**config.mk**
```make
export PLATFORM = sky130hd
export DESIGN_NAME = plm_loop_regs
export DESIGN_NICKNAME = d
export VERILOG_FILES = /design/src/inc/plm_pkg.sv /design/src/hdl/plm_margin_sel.sv /design/src/hdl/plm_loop_regs.sv
export VERILOG_INCLUDE_DIRS = /design/src /design/src/inc
export SDC_FILE = /design/constraint.sdc
export NUM_CORES = 1
export LEC_CHECK = 0
export ABC_AREA = 1
export BUFFER_PORTS_ARGS = -buffer_cell sky130_fd_sc_hd__buf_2
export CORE_ASPECT_RATIO = 1.1
export CORE_MARGIN = 4
export CORE_UTILIZATION = 40
export DETAILED_ROUTE_END_ITERATION = 10
export PLACE_DENSITY = 0.68
export RECOVER_POWER = 100
export SLEW_MARGIN = 20
export SYNTH_ARGS = -nofsm -noshare
export SYNTH_HDL_FRONTEND = slang
export SYNTH_SLANG_ARGS = --single-unit
```
**constraint.sdc**
```tcl
create_clock -name aclk -period 3.15 [get_ports aclk]
set_input_delay 0.315 -clock aclk [delete_from_list [all_inputs] [get_ports aclk]]
set_output_delay 0.315 -clock aclk [all_outputs]
set_load 0.02 [all_outputs]
```
**src/inc/plm_map.svh**
```systemverilog
`ifndef PLM_MAP_SVH
`define PLM_MAP_SVH

// register indices; byte address is four times the index
`define PLM_IDX_CAP_ONE     8'h53
`define PLM_IDX_RES_THREE   8'h54
`define PLM_IDX_CAP_THREE   8'h55
`define PLM_IDX_MARGIN      8'h56

// field positions
`define PLM_CAP_MSB         2
`define PLM_CAP_LSB         0
`define PLM_RES_MSB         6
`define PLM_RES_LSB         1
`define PLM_FRAC_BIT        0
`define PLM_STEP_MSB        6
`define PLM_STEP_LSB        4
`define PLM_OPT_MSB         3
`define PLM_OPT_LSB         2

// reset values
`define PLM_RST_CAP         3'h0
`define PLM_RST_RES         6'h00
`define PLM_RST_FRAC        1'h0
`define PLM_RST_OPT         2'h0
`define PLM_RST_STEP        3'h0

// capacitor scaling in pF
`define PLM_C1_BASE_PF      9'h005
`define PLM_C1_UNIT_PF      9'h032
`define PLM_C3_UNIT_PF      6'h05

// margin step codes and options
`define PLM_STEP_NOMINAL    3'h3
`define PLM_OPT_GATED       2'h0
`define PLM_OPT_PIN         2'h1
`define PLM_OPT_SOFT        2'h2

// axi responses
`define PLM_RESP_OKAY       2'h0
`define PLM_RESP_DECERR     2'h3

`endif

```
**src/inc/plm_pkg.sv**
```systemverilog
package plm_pkg;

   typedef struct packed {
      logic [2:0] cap_one;
      logic [5:0] res_three;
      logic       frac_sel;
      logic [2:0] cap_three;
      logic [1:0] margin_opt;
   } plm_cfg_s;

   typedef struct packed {
      logic [2:0] step;
      logic       soft_ctrl;
   } plm_margin_s;

endpackage

```
**src/hdl/plm_margin_sel.sv**
```systemverilog
`timescale 1ns/1ns
module plm_margin_sel
   import plm_pkg::*;
#(
   parameter int STEP_W = 3
) (
   input  wire logic              aclk,
   input  wire logic              aresetn,
   input  wire logic              ce,
   input  wire logic [1:0]        margin_opt,
   input  wire logic [STEP_W-1:0] margin_step_pin,
   input  wire logic              margin_gate_pin,
   output plm_margin_s            applied
);
`include "plm_map.svh"

   initial begin
      if (STEP_W != 3) $error("plm_margin_sel: STEP_W must be 3");
   end

   plm_margin_s st_r;
   plm_margin_s st_nxt;

   always_comb begin
      st_nxt = st_r;
      unique case (margin_opt)
         `PLM_OPT_GATED: begin
            st_nxt.step      = margin_gate_pin ? `PLM_STEP_NOMINAL : margin_step_pin;
            st_nxt.soft_ctrl = 1'b0;
         end
         `PLM_OPT_PIN: begin
            st_nxt.step      = margin_step_pin;
            st_nxt.soft_ctrl = 1'b0;
         end
         `PLM_OPT_SOFT: begin
            st_nxt.step      = `PLM_STEP_NOMINAL;
            st_nxt.soft_ctrl = 1'b1;
         end
         default: begin
            st_nxt.step      = `PLM_STEP_NOMINAL;
            st_nxt.soft_ctrl = 1'b0;
         end
      endcase
   end

   always_ff @(posedge aclk) begin
      if (!aresetn) begin
         st_r.step      <= `PLM_STEP_NOMINAL;
         st_r.soft_ctrl <= 1'b0;
      end else if (ce) begin
         st_r <= st_nxt;
      end
   end

   assign applied = st_r;

endmodule // plm_margin_sel

```
**src/hdl/plm_loop_regs.sv**
```systemverilog
`timescale 1ns/1ns
// How it works
// - c1 equals 5 pF plus 50 pF times code
// - c3 equals 5 pF times code
// - six-bit resistor code in bits 6:1, resets zero
// - read-only bits 6:4 mirror step pin level
// - readback 0..6 means step 1..7, 3 nominal
// - option 0: gate high forces step code 3 (nominal)
module plm_loop_regs
   import plm_pkg::*;
#(
   parameter int ADDR_W = 12
) (
   input  wire logic              aclk,
   input  wire logic              aresetn,
   input  wire logic              ce,
   input  wire logic [ADDR_W-1:0] s_axi_awaddr,
   input  wire logic [2:0]        s_axi_awprot,
   input  wire logic              s_axi_awvalid,
   output logic                   s_axi_awready,
   input  wire logic [31:0]       s_axi_wdata,
   input  wire logic [3:0]        s_axi_wstrb,
   input  wire logic              s_axi_wvalid,
   output logic                   s_axi_wready,
   output logic [1:0]             s_axi_bresp,
   output logic                   s_axi_bvalid,
   input  wire logic              s_axi_bready,
   input  wire logic [ADDR_W-1:0] s_axi_araddr,
   input  wire logic [2:0]        s_axi_arprot,
   input  wire logic              s_axi_arvalid,
   output logic                   s_axi_arready,
   output logic [31:0]            s_axi_rdata,
   output logic [1:0]             s_axi_rresp,
   output logic                   s_axi_rvalid,
   input  wire logic              s_axi_rready,
   input  wire logic [2:0]        margin_step_pin,
   input  wire logic              margin_gate_pin,
   output logic [2:0]             loop_cap_one_code,
   output logic [5:0]             loop_res_three_code,
   output logic                   loop_filter_frac_select,
   output logic [2:0]             loop_cap_three_code,
   output logic [8:0]             loop_cap_one_pf,
   output logic [5:0]             loop_cap_three_pf,
   output logic [2:0]             margin_step_applied,
   output logic                   margin_soft_control
);
`include "plm_map.svh"

   initial begin
      if (ADDR_W < 9 || ADDR_W > 32) $error("plm_loop_regs: ADDR_W must be 9..32");
   end

   localparam logic [ADDR_W-1:0] A_CAP_ONE   = ADDR_W'({`PLM_IDX_CAP_ONE, 2'b00});
   localparam logic [ADDR_W-1:0] A_RES_THREE = ADDR_W'({`PLM_IDX_RES_THREE, 2'b00});
   localparam logic [ADDR_W-1:0] A_CAP_THREE = ADDR_W'({`PLM_IDX_CAP_THREE, 2'b00});
   localparam logic [ADDR_W-1:0] A_MARGIN    = ADDR_W'({`PLM_IDX_MARGIN, 2'b00});

   typedef struct packed {
      plm_cfg_s          cfg;
      logic [2:0]        step_rb;
      logic [8:0]        c1_pf;
      logic [5:0]        c3_pf;
      logic              aw_held;
      logic [ADDR_W-1:0] aw_addr;
      logic              w_held;
      logic [7:0]        w_byte;
      logic              w_lane;
      logic              awrdy;
      logic              wrdy;
      logic              bvalid;
      logic [1:0]        bresp;
      logic              arrdy;
      logic              rvalid;
      logic [31:0]       rdata;
      logic [1:0]        rresp;
   } plm_state_s;

   plm_state_s  st_r;
   plm_state_s  st_nxt;
   plm_margin_s margin_q;

   always_comb begin
      st_nxt = st_r;

      // write address and data, in either order
      if (s_axi_awvalid && st_r.awrdy) begin
         st_nxt.aw_held = 1'b1;
         st_nxt.aw_addr = s_axi_awaddr;
      end
      if (s_axi_wvalid && st_r.wrdy) begin
         st_nxt.w_held = 1'b1;
         st_nxt.w_byte = s_axi_wdata[7:0];
         st_nxt.w_lane = s_axi_wstrb[0];
      end
      if (s_axi_bvalid && s_axi_bready) begin
         st_nxt.bvalid = 1'b0;
      end

      if (st_r.aw_held && st_r.w_held && !st_r.bvalid) begin
         st_nxt.aw_held = 1'b0;
         st_nxt.w_held  = 1'b0;
         st_nxt.bvalid  = 1'b1;
         st_nxt.bresp   = `PLM_RESP_OKAY;
         unique case (st_r.aw_addr)
            A_CAP_ONE: begin
               if (st_r.w_lane) begin
                  st_nxt.cfg.cap_one = st_r.w_byte[`PLM_CAP_MSB:`PLM_CAP_LSB];
               end
            end
            A_RES_THREE: begin
               if (st_r.w_lane) begin
                  st_nxt.cfg.res_three = st_r.w_byte[`PLM_RES_MSB:`PLM_RES_LSB];
                  st_nxt.cfg.frac_sel  = st_r.w_byte[`PLM_FRAC_BIT];
               end
            end
            A_CAP_THREE: begin
               if (st_r.w_lane) begin
                  st_nxt.cfg.cap_three = st_r.w_byte[`PLM_CAP_MSB:`PLM_CAP_LSB];
               end
            end
            A_MARGIN: begin
               if (st_r.w_lane) begin
                  st_nxt.cfg.margin_opt = st_r.w_byte[`PLM_OPT_MSB:`PLM_OPT_LSB];
               end
            end
            default: begin
               st_nxt.bresp = `PLM_RESP_DECERR;
            end
         endcase
      end
      st_nxt.awrdy = !st_nxt.aw_held && !st_nxt.bvalid;
      st_nxt.wrdy  = !st_nxt.w_held && !st_nxt.bvalid;

      // read channel
      if (s_axi_rvalid && s_axi_rready) begin
         st_nxt.rvalid = 1'b0;
      end
      if (s_axi_arvalid && st_r.arrdy) begin
         st_nxt.rvalid = 1'b1;
         st_nxt.rresp  = `PLM_RESP_OKAY;
         st_nxt.rdata  = 32'h0000_0000;
         unique case (s_axi_araddr)
            A_CAP_ONE: begin
               st_nxt.rdata[`PLM_CAP_MSB:`PLM_CAP_LSB] = st_r.cfg.cap_one;
            end
            A_RES_THREE: begin
               st_nxt.rdata[`PLM_RES_MSB:`PLM_RES_LSB] = st_r.cfg.res_three;
               st_nxt.rdata[`PLM_FRAC_BIT]              = st_r.cfg.frac_sel;
            end
            A_CAP_THREE: begin
               st_nxt.rdata[`PLM_CAP_MSB:`PLM_CAP_LSB] = st_r.cfg.cap_three;
            end
            A_MARGIN: begin
               st_nxt.rdata[`PLM_STEP_MSB:`PLM_STEP_LSB] = st_r.step_rb;
               st_nxt.rdata[`PLM_OPT_MSB:`PLM_OPT_LSB]   = st_r.cfg.margin_opt;
            end
            default: begin
               st_nxt.rresp = `PLM_RESP_DECERR;
            end
         endcase
      end
      st_nxt.arrdy = !st_nxt.rvalid;

      st_nxt.step_rb = margin_step_pin;
      st_nxt.c1_pf = `PLM_C1_BASE_PF
                   + 9'(`PLM_C1_UNIT_PF * {6'h00, st_nxt.cfg.cap_one});
      st_nxt.c3_pf = 6'(`PLM_C3_UNIT_PF * {3'h0, st_nxt.cfg.cap_three});
   end

   always_ff @(posedge aclk) begin
      if (!aresetn) begin
         st_r            <= '0;
         st_r.cfg        <= {`PLM_RST_CAP, `PLM_RST_RES, `PLM_RST_FRAC,
                             `PLM_RST_CAP, `PLM_RST_OPT};
         st_r.step_rb    <= `PLM_RST_STEP;
         st_r.c1_pf      <= `PLM_C1_BASE_PF;
         st_r.awrdy      <= 1'b1;
         st_r.wrdy       <= 1'b1;
         st_r.arrdy      <= 1'b1;
      end else if (ce) begin
         st_r <= st_nxt;
      end
   end

   plm_margin_sel #(
      .STEP_W (3)
   ) u_margin (
      .aclk            (aclk),
      .aresetn         (aresetn),
      .ce              (ce),
      .margin_opt      (st_r.cfg.margin_opt),
      .margin_step_pin (margin_step_pin),
      .margin_gate_pin (margin_gate_pin),
      .applied         (margin_q)
   );

   assign s_axi_awready           = st_r.awrdy;
   assign s_axi_wready            = st_r.wrdy;
   assign s_axi_bvalid            = st_r.bvalid;
   assign s_axi_bresp             = st_r.bresp;
   assign s_axi_arready           = st_r.arrdy;
   assign s_axi_rvalid            = st_r.rvalid;
   assign s_axi_rdata             = st_r.rdata;
   assign s_axi_rresp             = st_r.rresp;
   assign loop_cap_one_code       = st_r.cfg.cap_one;
   assign loop_res_three_code     = st_r.cfg.res_three;
   assign loop_filter_frac_select = st_r.cfg.frac_sel;
   assign loop_cap_three_code     = st_r.cfg.cap_three;
   assign loop_cap_one_pf         = st_r.c1_pf;
   assign loop_cap_three_pf       = st_r.c3_pf;
   assign margin_step_applied     = margin_q.step;
   assign margin_soft_control     = margin_q.soft_ctrl;

endmodule // plm_loop_regs

```
==> flow_summary_export.csv, run 1 <==
group,metric,value,unit
yosys,postSynthCellCount,493,
setup_path,critical_path_end_type,"flop",
setup_path,cp_data_arrival_time,2.90,ns
floorplanning,num_io_pins,151,
setup_path,criticalPathCategory,"flop to flop",
floorplanning,design.die.area,10780,um^2
run,max_cap_violations,0,
yosys,count_of_warnings_emitted_by_yosys,0,
yosys,top_area_cells_in_the_synthesized_netlist,"sky130_fd_sc_hd__dfxtp_1, sky130_fd_sc_hd__buf_4, sky130_fd_sc_hd__a21oi_1",
outcome,outcome,"finished clean",
sta,finalHoldViolations,0,
pwr,power_per_cell_area,511.1,nW/um^2
final_layout,fill_cells,945,
global_routing,first_pass_grt_wire_length,12920,um
clocking,tritoncts_num_sinks,69,
yosys,synth_largest_area_cell,"sky130_fd_sc_hd__dfxtp_1",
final_layout,drive_gt1_share,15.20,%
yosys,asyncSetResetFlopFracSynth,0,%
place,place.gp.congestion,0.8143,
yosys,cell_with_the_most_instances_after_synthesis,"sky130_fd_sc_hd__dfxtp_1",
global_routing,antenna_found_initial,0,
yosys,number_of_distinct_library_cells_after_synthesis,37,
clocking,clkLatencyLatePin,0.34,ns
floorplanning,initial_utilization,41.19,%
yosys,netlist.area_leader.share,37.60,%
setup_path,crit_required,3.34,ns
clocking,cts_repair_resize_count,0,
yosys,post_synth.cell_area_avg,7.451,um^2
global_routing,globalRouteTotalUtil,15.03,%
floorplanning,rows,36,
floorplanning,die_width,99.37,um
routing,drt_wl_total,8117,um
floorplanning,core_outline_area,8919,um^2
clocking,numCtsBuffers,9,
floorplanning,die-height,108.5,um
clocking,ctsRootBufferMaster,"sky130_fd_sc_hd__clkbuf_8",
sta,finalHoldWorstSlack,0.2248,ns
final_layout,seq_area,1381,um^2
sta,max_slew.worst_pin.slew,0.9845,ns
routing,route.detailed.vias_per_inst,4.688,
sta,tns,0,ns
routing,drt.antenna.violating_nets,0,
yosys,synthTopCellsByCount,"sky130_fd_sc_hd__dfxtp_1, sky130_fd_sc_hd__nand2_1, sky130_fd_sc_hd__buf_4",
final_layout,design.final.nets,628,
yosys,synth_edf_count,0,
setup_path,path_max_fanout,6,
setup_path,critical_path.startpoint_type,"flop",
clocking,cts_tree,"yes",
clocking,clock_path_buffers,2,
sta,final-max-slew-violation-count,0,
yosys,ys_ff_latch,69,
sta,fmaxAchievable,369.8,MHz
sta,finalSetupViolations,0,
clocking,path_clk_slew,0.08,ns
sta,worst_slew_margin_rel,34.36,%
routing,routed-via-count,3094,
routing,routed_wire_length_per_instance,12.30,um
clocking,cts_max_level,3,
global_routing,grt_start_max_net_pins,39,
final_layout,postLayoutCoreUtil,44.42,%
final_layout,final_cell_area,3961,um^2
final_layout,multi_input_comb_area,1567,um^2
place,post-place-ws,0.5425,ns
clocking,cts_hold_repair.buffers,0,
clocking,post_cts_setup_driven_buffer_insertion_count,0,
hold_path,hp-class,"input port to flop",
sta,setup_repair_after_global_routing_missed_its_margin,"no",
routing,dr.pass1.iters,4,
final_layout,insertedDiodeCount,0,
pwr,leakagePower,1.752,nW
yosys,synth_ff_type,"sky130_fd_sc_hd__dfxtp_1",
global_routing,globalRouteOverflowTotal,0,
routing,drt_drc_violations_left,0,
sta,skew,0.006648,ns
pwr,vdd_ir_drop_max,0.0001897,V
yosys,netlist_area,3674,um^2
yosys,synth.yosys.seq_area_share,37.60,%
routing,detailedRoute.firstIterationViolations,57,
sta,finalWorstSetupSlack,0.4456,ns
place,placed_area,3822,um^2
global_routing,first_global_vias,2792,
sta,period_minus_slack,2.704,ns
final_layout,area_delta_synth_final,7.834,%
place,buffer_ports.inserted,90,
place,post-dp-hpwl,6134,um
sta,period_share,85.85,%
==> worst max-delay path: stages, from the launching register on <==
cell and delay [ns]:
sky130_fd_sc_hd__dfxtp_1 0.33, sky130_fd_sc_hd__inv_2 0.04, sky130_fd_sc_hd__nor2_2 0.13, sky130_fd_sc_hd__nand2_1 0.11
sky130_fd_sc_hd__nor2_4 0.10, sky130_fd_sc_hd__nand3_1 0.13, sky130_fd_sc_hd__o21ai_2 0.30, sky130_fd_sc_hd__inv_1 0.13
sky130_fd_sc_hd__ha_1 0.32, sky130_fd_sc_hd__inv_1 0.05, sky130_fd_sc_hd__ha_1 0.19, sky130_fd_sc_hd__ha_1 0.29
sky130_fd_sc_hd__inv_1 0.06, sky130_fd_sc_hd__o32ai_1 0.27, sky130_fd_sc_hd__a21oi_1 0.09
==> state kept, by name (all words and copies together), names as in the netlist, 3 cells and up <==
register             flops
s_axi_rdata              7
u_margin.applied         4
loop_res_three_code      6
st_r                    27
loop_cap_one_code        3
loop_cap_three_code      3
loop_cap_one_pf          7
loop_cap_three_pf        4
==> metal layers <==
| metal | part of all wire (%) | global-route usage (%) |
|---|---|---|
| met3 | 8.3 | 4.323 |
| met4 | 0.44 | 3.805 |
| met1 | 44 | 19.09 |
| met5 | 0 | 0 |
| met2 | 48 | 25.10 |
==> path summary, 6_finish.rpt <==
check | depth (start not counted) | to | slack (ns) | startpoint
max | 14 | loop_cap_one_pf[8] | 0.45 | st_r[57]
max reg2reg | 14 | loop_cap_one_pf[8] | 0.45 | st_r[57]
min reg2reg | 2 | st_r[60] | 0.45 | st_r[60]
min | 3 | u_margin.applied[2] | 0.22 | margin_step_pin[1]
==> cells by family (layout without fill, tap and decap cells) <==
group / Yosys count / in the layout / share of synthesized area (%)
compound gates: 109 / 109 / 16.28
xor+xnor: 1 / 1 / 0.2385
fa+ha+maj: 9 / 9 / 3.065
buf+inv: 142 / 171 / 21.49
flops: 69 / 69 / 37.60
mux: 1 / 1 / 0.2725
other cells: 2 / 26 / 0.2044
simple gates: 160 / 160 / 20.84
==> layout make-up <==
type | instances | area share, %
multi-input combinational | 306 | 39.55
sequential | 69 | 34.87
timing repair buffer | 93 | 10.42
inverter | 62 | 5.875
tap | 114 | 3.601
clock buffer | 11 | 3.569
clock inverter | 5 | 2.116
==> placed cells by master (no fill, tap or decap), types with 3 or more instances in the layout <==
| cell | synthesis | routed |
|---|---|---|
| sky130_fd_sc_hd__inv_1 | 53 | 57 |
| sky130_fd_sc_hd__o21ai_0 | 39 | 41 |
| sky130_fd_sc_hd__nor3_1 | 4 | 5 |
| sky130_fd_sc_hd__nor2_2 | 7 | 6 |
| sky130_fd_sc_hd__a21oi_1 | 52 | 52 |
| sky130_fd_sc_hd__nor2_1 | 37 | 38 |
| sky130_fd_sc_hd__or2_1 | 4 | 4 |
| sky130_fd_sc_hd__dfxtp_1 | 69 | 69 |
| sky130_fd_sc_hd__nand2_2 | 4 | 3 |
| sky130_fd_sc_hd__nand2_1 | 68 | 69 |
| sky130_fd_sc_hd__ha_1 | 9 | 9 |
| sky130_fd_sc_hd__clkbuf_1 | 12 | 49 |
| sky130_fd_sc_hd__a211oi_1 | 4 | 5 |
| sky130_fd_sc_hd__clkbuf_8 | 0 | 10 |
| sky130_fd_sc_hd__nand3_1 | 18 | 19 |
| sky130_fd_sc_hd__conb_1 | 2 | 26 |
| sky130_fd_sc_hd__buf_4 | 64 | 3 |
| sky130_fd_sc_hd__nor2_4 | 4 | 4 |
| sky130_fd_sc_hd__inv_2 | 7 | 3 |
| sky130_fd_sc_hd__nand4_1 | 7 | 7 |
| sky130_fd_sc_hd__buf_2 | 1 | 42 |
==> per-stage QoR <==
| step | power (W) | instances |
|---|---|---|
| finish | 0.002025 | 660 |
| global placement | 0.001235 | 644 |
| floorplan | 0.001203 | 517 |
| CTS | 0.002052 | 660 |
| detailed placement | 0.001241 | 644 |
| global route | 0.002122 | 660 |
==> power by group <==
part           total [W]  internal (W)  switching, W  leakage [nW]
combinational   0.000264     0.0000791      0.000185          1.08
sequential      0.000946      0.000916     0.0000302         0.566
clock           0.000814      0.000469      0.000345         0.106
Power figures use the tool's default switching activity.
==> run 2, diff against run 1 <==
Settings changed: CELL_PAD_IN_SITES_DETAIL_PLACEMENT set to 1, CELL_PAD_IN_SITES_GLOBAL_PLACEMENT set to 1, CORE_UTILIZATION 40 to 34, PLACE_DENSITY 0.68 to not set, PLACE_DENSITY_LB_ADDON set to 0.1.
==> run 2 against run 1 <==
  * Non-clock buffer count rose by 1
  * Critical path depth down 1
  * Sequential power about the same
  * Clock power rose by 7.4%
  * Wire length rose by 13%
  * Maximum frequency is 1.4% lower
  * Die area is 16% higher
  * Register-to-register slack worse by 0.04 ns
  * Combinational power is 2% higher
  * Critical path type unchanged
  * Critical endpoint unchanged
  * Highest routed layer unchanged
==> flow_summary_export.csv, run 2 (synthesis results as in run 1) <==
group,metric,value,unit
final_layout,top_library_cells_by_usage_in_the_layout_fill_and_taps_aside,"sky130_fd_sc_hd__dfxtp_1, sky130_fd_sc_hd__nand2_1, sky130_fd_sc_hd__inv_1",
pwr,share_seq_of_total_power,45.4,%
sta,final-max-slew-violation-count,0,
clocking,cts_tree,"yes",
setup_path,path_max_fanout,6,
place,place.gp.congestion,0.7819,
final_layout,design.final.nets,629,
setup_path,criticalPathCategory,"flop to flop",
pwr,leakagePower,1.764,nW
routing,detailroute.wirelength.met3,443,um
sta,finalSetupViolations,0,
setup_path,reg2reg_from,"st_r[51]",
global_routing,antenna_found_initial,0,
routing,routed_wire_length_per_instance,13.41,um
pwr,p_comb_share,12.8,%
pwr,total_switching_power,0.0005626,W
clocking,path_clk_slew,0.05,ns
clocking,cts_hold_repair.buffers,0,
routing,drt.antenna.violating_nets,0,
hold_path,hp-class,"input port to flop",
final_layout,seq_area,1381,um^2
final_layout,insertedDiodeCount,0,
sta,worst_slew_margin_rel,30.93,%
sta,finalHoldWorstSlack,0.2389,ns
final_layout,area_delta_synth_final,9.469,%
sta,setup_repair_after_global_routing_missed_its_margin,"no",
final_layout,multi_input_comb_area,1573,um^2
sta,tns,0,ns
floorplanning,num_io_pins,151,
place,post-dp-hpwl,7121,um
sta,max_slew.worst_pin.slew,1.036,ns
sta,fmaxAchievable,364.7,MHz
pwr,vdd_ir_drop_max,0.0002375,V
routing,met2RoutedLength,4566,um
clocking,clock_path_buffers,2,
clocking,ctsRootBufferMaster,"sky130_fd_sc_hd__clkbuf_16",
pwr,intPower,0.001529,W
sta,skew,0.003372,ns
outcome,outcome,"finished clean",
global_routing,globalRouteTotalUtil,14.81,%
final_layout,fill_cells,1396,
setup_path,cp_data_arrival_time,2.94,ns
routing,routed-via-count,3095,
clocking,tritoncts_num_sinks,69,
global_routing,first_pass_grt_wire_length,14500,um
setup_path,critical_path_end_type,"flop",
clocking,cts_repair_resize_count,0,
floorplanning,die_width,107.1,um
sta,period_share,87.04,%
sta,period_minus_slack,2.742,ns
routing,detailedRoute.firstIterationViolations,90,
floorplanning,die-height,117.0,um
final_layout,drive_gt1_share,14.21,%
routing,route.detailed.vias_per_inst,4.518,
routing,wl_met1,4035,um
final_layout,most_common_library_cell_in_the_layout_ignoring_fill_and_taps,"sky130_fd_sc_hd__dfxtp_1",
floorplanning,core_outline_area,10490,um^2
routing,dr.pass1.iters,4,
clocking,clkLatencyLatePin,0.33,ns
clocking,post_cts_setup_driven_buffer_insertion_count,0,
setup_path,critical_path.startpoint_type,"flop",
global_routing,first_global_vias,3007,
hold_path,hp-start,"margin_step_pin[0]",
pwr,power_per_cell_area,520.0,nW/um^2
final_layout,largest_register_ff_count,27,
setup_path,crit_required,3.35,ns
sta,finalHoldViolations,0,
routing,drt_wl_total,9183,um
setup_path,crit_path_start,"st_r[51]",
run,max_cap_violations,0,
floorplanning,design.die.area,12530,um^2
final_layout,registers.top_by_ff_count,"st_r",
floorplanning,rows,39,
global_routing,globalRouteOverflowTotal,0,
floorplanning,initial_utilization,35.01,%
pwr,power_switching_share,26.90,%
clocking,cts_max_level,3,
routing,top_layer_used_by_detailed_routing,"met4",
place,buffer_ports.inserted,90,
pwr,power.share.clock,41.8,%
global_routing,grt_start_max_net_pins,39,
clocking,numCtsBuffers,9,
routing,drt_drc_violations_left,0,
## run 2: worst paths after layout
check,endpoint,slack (ns),cells after the start
setup / recovery,loop_cap_one_pf[8],0.41,13
hold reg to reg,st_r[59],0.45,2
setup reg to reg,loop_cap_one_pf[8],0.41,13
hold / removal,u_margin.applied[1],0.24,3
## run 2: power groups by stage
| stage | clock, W | combinational (W) | sequential (W) |
|---|---|---|---|
| 5_1_grt | 0.000936 | 0.000306 | 0.000955 |
| 3_3_place_gp | 0 | 0.000277 | 0.000966 |
| 4_1_cts | 0.000903 | 0.000283 | 0.000949 |
| 2_1_floorplan | 0 | 0.000237 | 0.000966 |
| 6_report | 0.000874 | 0.000268 | 0.000949 |
| 3_5_place_dp | 0 | 0.000282 | 0.000968 |
## run 2: per-layer routing
layer	GRT usage (%)	up-vias
met1	17.25	1429
li1	-	1589
met4	6.138	0
met3	3.017	10
met2	26.57	67
met5	0	-
## run 2: final cells by class
class / count / share of cell area (%)
Inverter: 62 / 5.787
Sequential cell: 69 / 34.35
Multi-Input combinational cell: 306 / 39.11
Timing Repair Buffer: 94 / 10.27
Clock buffer: 11 / 6.036
Tap cell: 143 / 4.449
## run 2: worst max-delay path, stage by stage (launching register included)
cell and delay [ns]:
sky130_fd_sc_hd__dfxtp_1 0.30, sky130_fd_sc_hd__nor2_1 0.21, sky130_fd_sc_hd__nand2_1 0.13, sky130_fd_sc_hd__nor2_4 0.10, sky130_fd_sc_hd__nand3_1 0.14, sky130_fd_sc_hd__o21ai_2 0.30, sky130_fd_sc_hd__inv_1 0.14, sky130_fd_sc_hd__ha_1 0.33
sky130_fd_sc_hd__inv_1 0.05, sky130_fd_sc_hd__ha_1 0.19, sky130_fd_sc_hd__ha_1 0.29, sky130_fd_sc_hd__inv_1 0.05, sky130_fd_sc_hd__o32ai_1 0.28, sky130_fd_sc_hd__a21oi_1 0.10
## run 2: metrics by stage
stage | area, um^2 | instances | utilization (%) | power (W) | setup WS, ns
detailed placement | 3866 | 674 | 36.85 | 0.001250 | 0.4884
global placement | 3866 | 674 | 36.85 | 0.001243 | 0.5524
finish | 4021 | 685 | 38.33 | 0.002091 | 0.4083
floorplan | 3764 | 517 | - | 0.001203 | 0.7966
global route | 4021 | 685 | 38.33 | 0.002197 | 0.1716
CTS | 4109 | 685 | 39.17 | 0.002136 | 0.4781
==> run 3, diff against run 2 <==
Settings changed: HOLD_SLACK_MARGIN set to 0.1, RECOVER_POWER 100 to not set.
==> run 3 against run 2 <==
  * Critical path depth is 1 higher
  * Flip-flop and latch count stayed put
  * Global-route usage stayed put
  * Critical endpoint unchanged
  * Die area did not move
  * Final area rose by 2.2%
  * Maximum frequency increased by 5.2%
  * Setup slack better by 0.13 ns
==> flow_summary_export.csv, run 3 (synthesis results as in run 1) <==
group,metric,value,unit
sta,final-max-slew-violation-count,0,
setup_path,critical_path.startpoint_type,"flop",
global_routing,first_pass_grt_wire_length,14500,um
global_routing,first_global_vias,3007,
routing,route.detailed.vias_per_inst,4.524,
final_layout,top_library_cells_by_usage_in_the_layout_fill_and_taps_aside,"sky130_fd_sc_hd__buf_2, sky130_fd_sc_hd__dfxtp_1, sky130_fd_sc_hd__nand2_1",
place,placed_area,3866,um^2
pwr,power,0.002101,W
floorplanning,rows,39,
setup_path,criticalPathCategory,"flop to flop",
final_layout,area_delta_synth_final,11.85,%
setup_path,most_common_cell_type_on_the_critical_path,"sky130_fd_sc_hd__ha_1",
routing,routed-via-count,3099,
routing,detailedRoute.firstIterationViolations,103,
clocking,post_cts_setup_driven_buffer_insertion_count,0,
place,place.gp.congestion,0.7819,
setup_path,cp_top_family,"adder cells",
final_layout,largest_register_ff_count,27,
setup_path,path_max_fanout,6,
floorplanning,core_outline_area,10490,um^2
global_routing,antenna_found_initial,0,
final_layout,drive_gt1_share,25.09,%
sta,fmaxAchievable,383.6,MHz
pwr,leakagePower,1.953,nW
setup_path,slowest_delay,0.40,ns
final_layout,postLayoutCoreUtil,39.17,%
run,max_cap_violations,0,
routing,drt_drc_violations_left,0,
setup_path,cp_data_arrival_time,2.81,ns
clocking,ctsRootBufferMaster,"sky130_fd_sc_hd__clkbuf_16",
sta,tns,0,ns
clocking,path_clk_slew,0.05,ns
clocking,cts_tree,"yes",
setup_path,crit_required,3.35,ns
clocking,clkLatencyLatePin,0.32,ns
floorplanning,initial_utilization,35.01,%
pwr,power_per_cell_area,511.2,nW/um^2
floorplanning,num_io_pins,151,
sta,worst_slew_margin_rel,59.68,%
floorplanning,die-height,117.0,um
place,post-place-ws,0.4884,ns
place,buffer_ports.inserted,90,
clocking,numCtsBuffers,9,
setup_path,timing.critical_path.cells,"nand2_1 -> clkinv_1 -> nand2_2 -> nor2_4 -> nand3_2 -> o21ai_2 -> inv_2 -> ha_1 -> inv_1 -> ha_1 -> ha_1 -> inv_1 -> o32ai_1 -> a21oi_1",
final_layout,registers.top_by_ff_count,"st_r",
clocking,tritoncts_num_sinks,69,
setup_path,critical_path_end_type,"flop",
routing,drt.antenna.violating_nets,0,
final_layout,insertedDiodeCount,0,
place,post-dp-hpwl,7121,um
global_routing,globalRouteTotalUtil,14.81,%
outcome,outcome,"finished clean",
clocking,cts_max_level,3,
final_layout,final_cell_area,4109,um^2
floorplanning,die_width,107.1,um
sta,skew,0.003661,ns
routing,routed_wire_length_per_instance,13.40,um
routing,dr.pass1.iters,4,
setup_path,timing.critical_path.buf_inv,4,
sta,finalHoldViolations,0,
hold_path,hp-class,"input port to flop",
setup_path,critPathSlowestCell,"sky130_fd_sc_hd__dfxtp_1",
sta,finalWorstSetupSlack,0.5432,ns
final_layout,design.final.nets,629,
clocking,clock_path_buffers,2,
setup_path,setup.reg_to_reg.worst_slack,0.54,ns
routing,drt_wl_total,9180,um
clocking,cts_repair_resize_count,0,
sta,max_slew.worst_pin.slew,0.6031,ns
final_layout,most_common_library_cell_in_the_layout_ignoring_fill_and_taps,"sky130_fd_sc_hd__buf_2",
sta,finalSetupViolations,0,
sta,period_share,82.76,%
sta,period_minus_slack,2.607,ns
floorplanning,design.die.area,12530,um^2
global_routing,globalRouteOverflowTotal,0,
global_routing,grt_start_max_net_pins,39,
clocking,cts_hold_repair.buffers,0,
pwr,vdd_ir_drop_max,0.0002376,V
sta,setup_repair_after_global_routing_missed_its_margin,"no",
-- run 3: cell types whose count changed in the layout (fill, tap and decap cells not counted), moves of 3 or more --
cell / previous run / this run
sky130_fd_sc_hd__buf_2: 42 / 90
sky130_fd_sc_hd__inv_1: 57 / 53
sky130_fd_sc_hd__inv_2: 3 / 7
sky130_fd_sc_hd__o21ai_0: 42 / 39
sky130_fd_sc_hd__clkbuf_1: 51 / 1
sky130_fd_sc_hd__o21ai_1: 1 / 4
-- run 3: report_power, final --
group          switching (W)  internal (W)
Clock               0.000342      0.000532
Combinational       0.000191     0.0000873
Sequential         0.0000300      0.000918
Total               0.000563       0.00154
-- run 3: area by class of cell --
cell class	count	area [um^2]
fill	1379	6382
multi-input combinational	306	1593
sequential	69	1381
timing repair buffer	94	480.5
clock buffer	11	242.7
inverter	62	232.7
tap	143	178.9
-- run 3: path summary, 6_finish.rpt --
check	to	cells past startpoint	startpoint
worst max register to register	loop_cap_one_pf[8]	14	st_r[54]
worst min register to register	st_r[59]	2	st_r[59]
worst min-delay path	u_margin.applied[1]	3	margin_step_pin[0]
worst max-delay path	loop_cap_one_pf[8]	14	st_r[54]
-- run 3: stage by stage --
step / std cells / hold WS (ns)
after global routing: 685 / 0.2447
after global placement: 674 / 0.4342
after CTS: 685 / 0.2261
after floorplan: 517 / 0.4235
after detailed placement: 674 / 0.4425
final: 685 / 0.2426
-- run 3: worst reg2reg max path, stage by stage (launching register included) --
cell,delay [ns]
sky130_fd_sc_hd__dfxtp_1,0.40
sky130_fd_sc_hd__nand2_1,0.08
sky130_fd_sc_hd__clkinv_1,0.05
sky130_fd_sc_hd__nand2_2,0.05
sky130_fd_sc_hd__nor2_4,0.12
sky130_fd_sc_hd__nand3_2,0.10
sky130_fd_sc_hd__o21ai_2,0.30
sky130_fd_sc_hd__inv_2,0.09
sky130_fd_sc_hd__ha_1,0.32
sky130_fd_sc_hd__inv_1,0.05
sky130_fd_sc_hd__ha_1,0.19
sky130_fd_sc_hd__ha_1,0.29
sky130_fd_sc_hd__inv_1,0.05
sky130_fd_sc_hd__o32ai_1,0.28
sky130_fd_sc_hd__a21oi_1,0.10
-- run 3: metal layers --
layer	routed length, um	GRT usage, %
met1	3992	17.25
met3	470	3.017
met2	4579	26.57
met5	0	0
met4	138	6.138
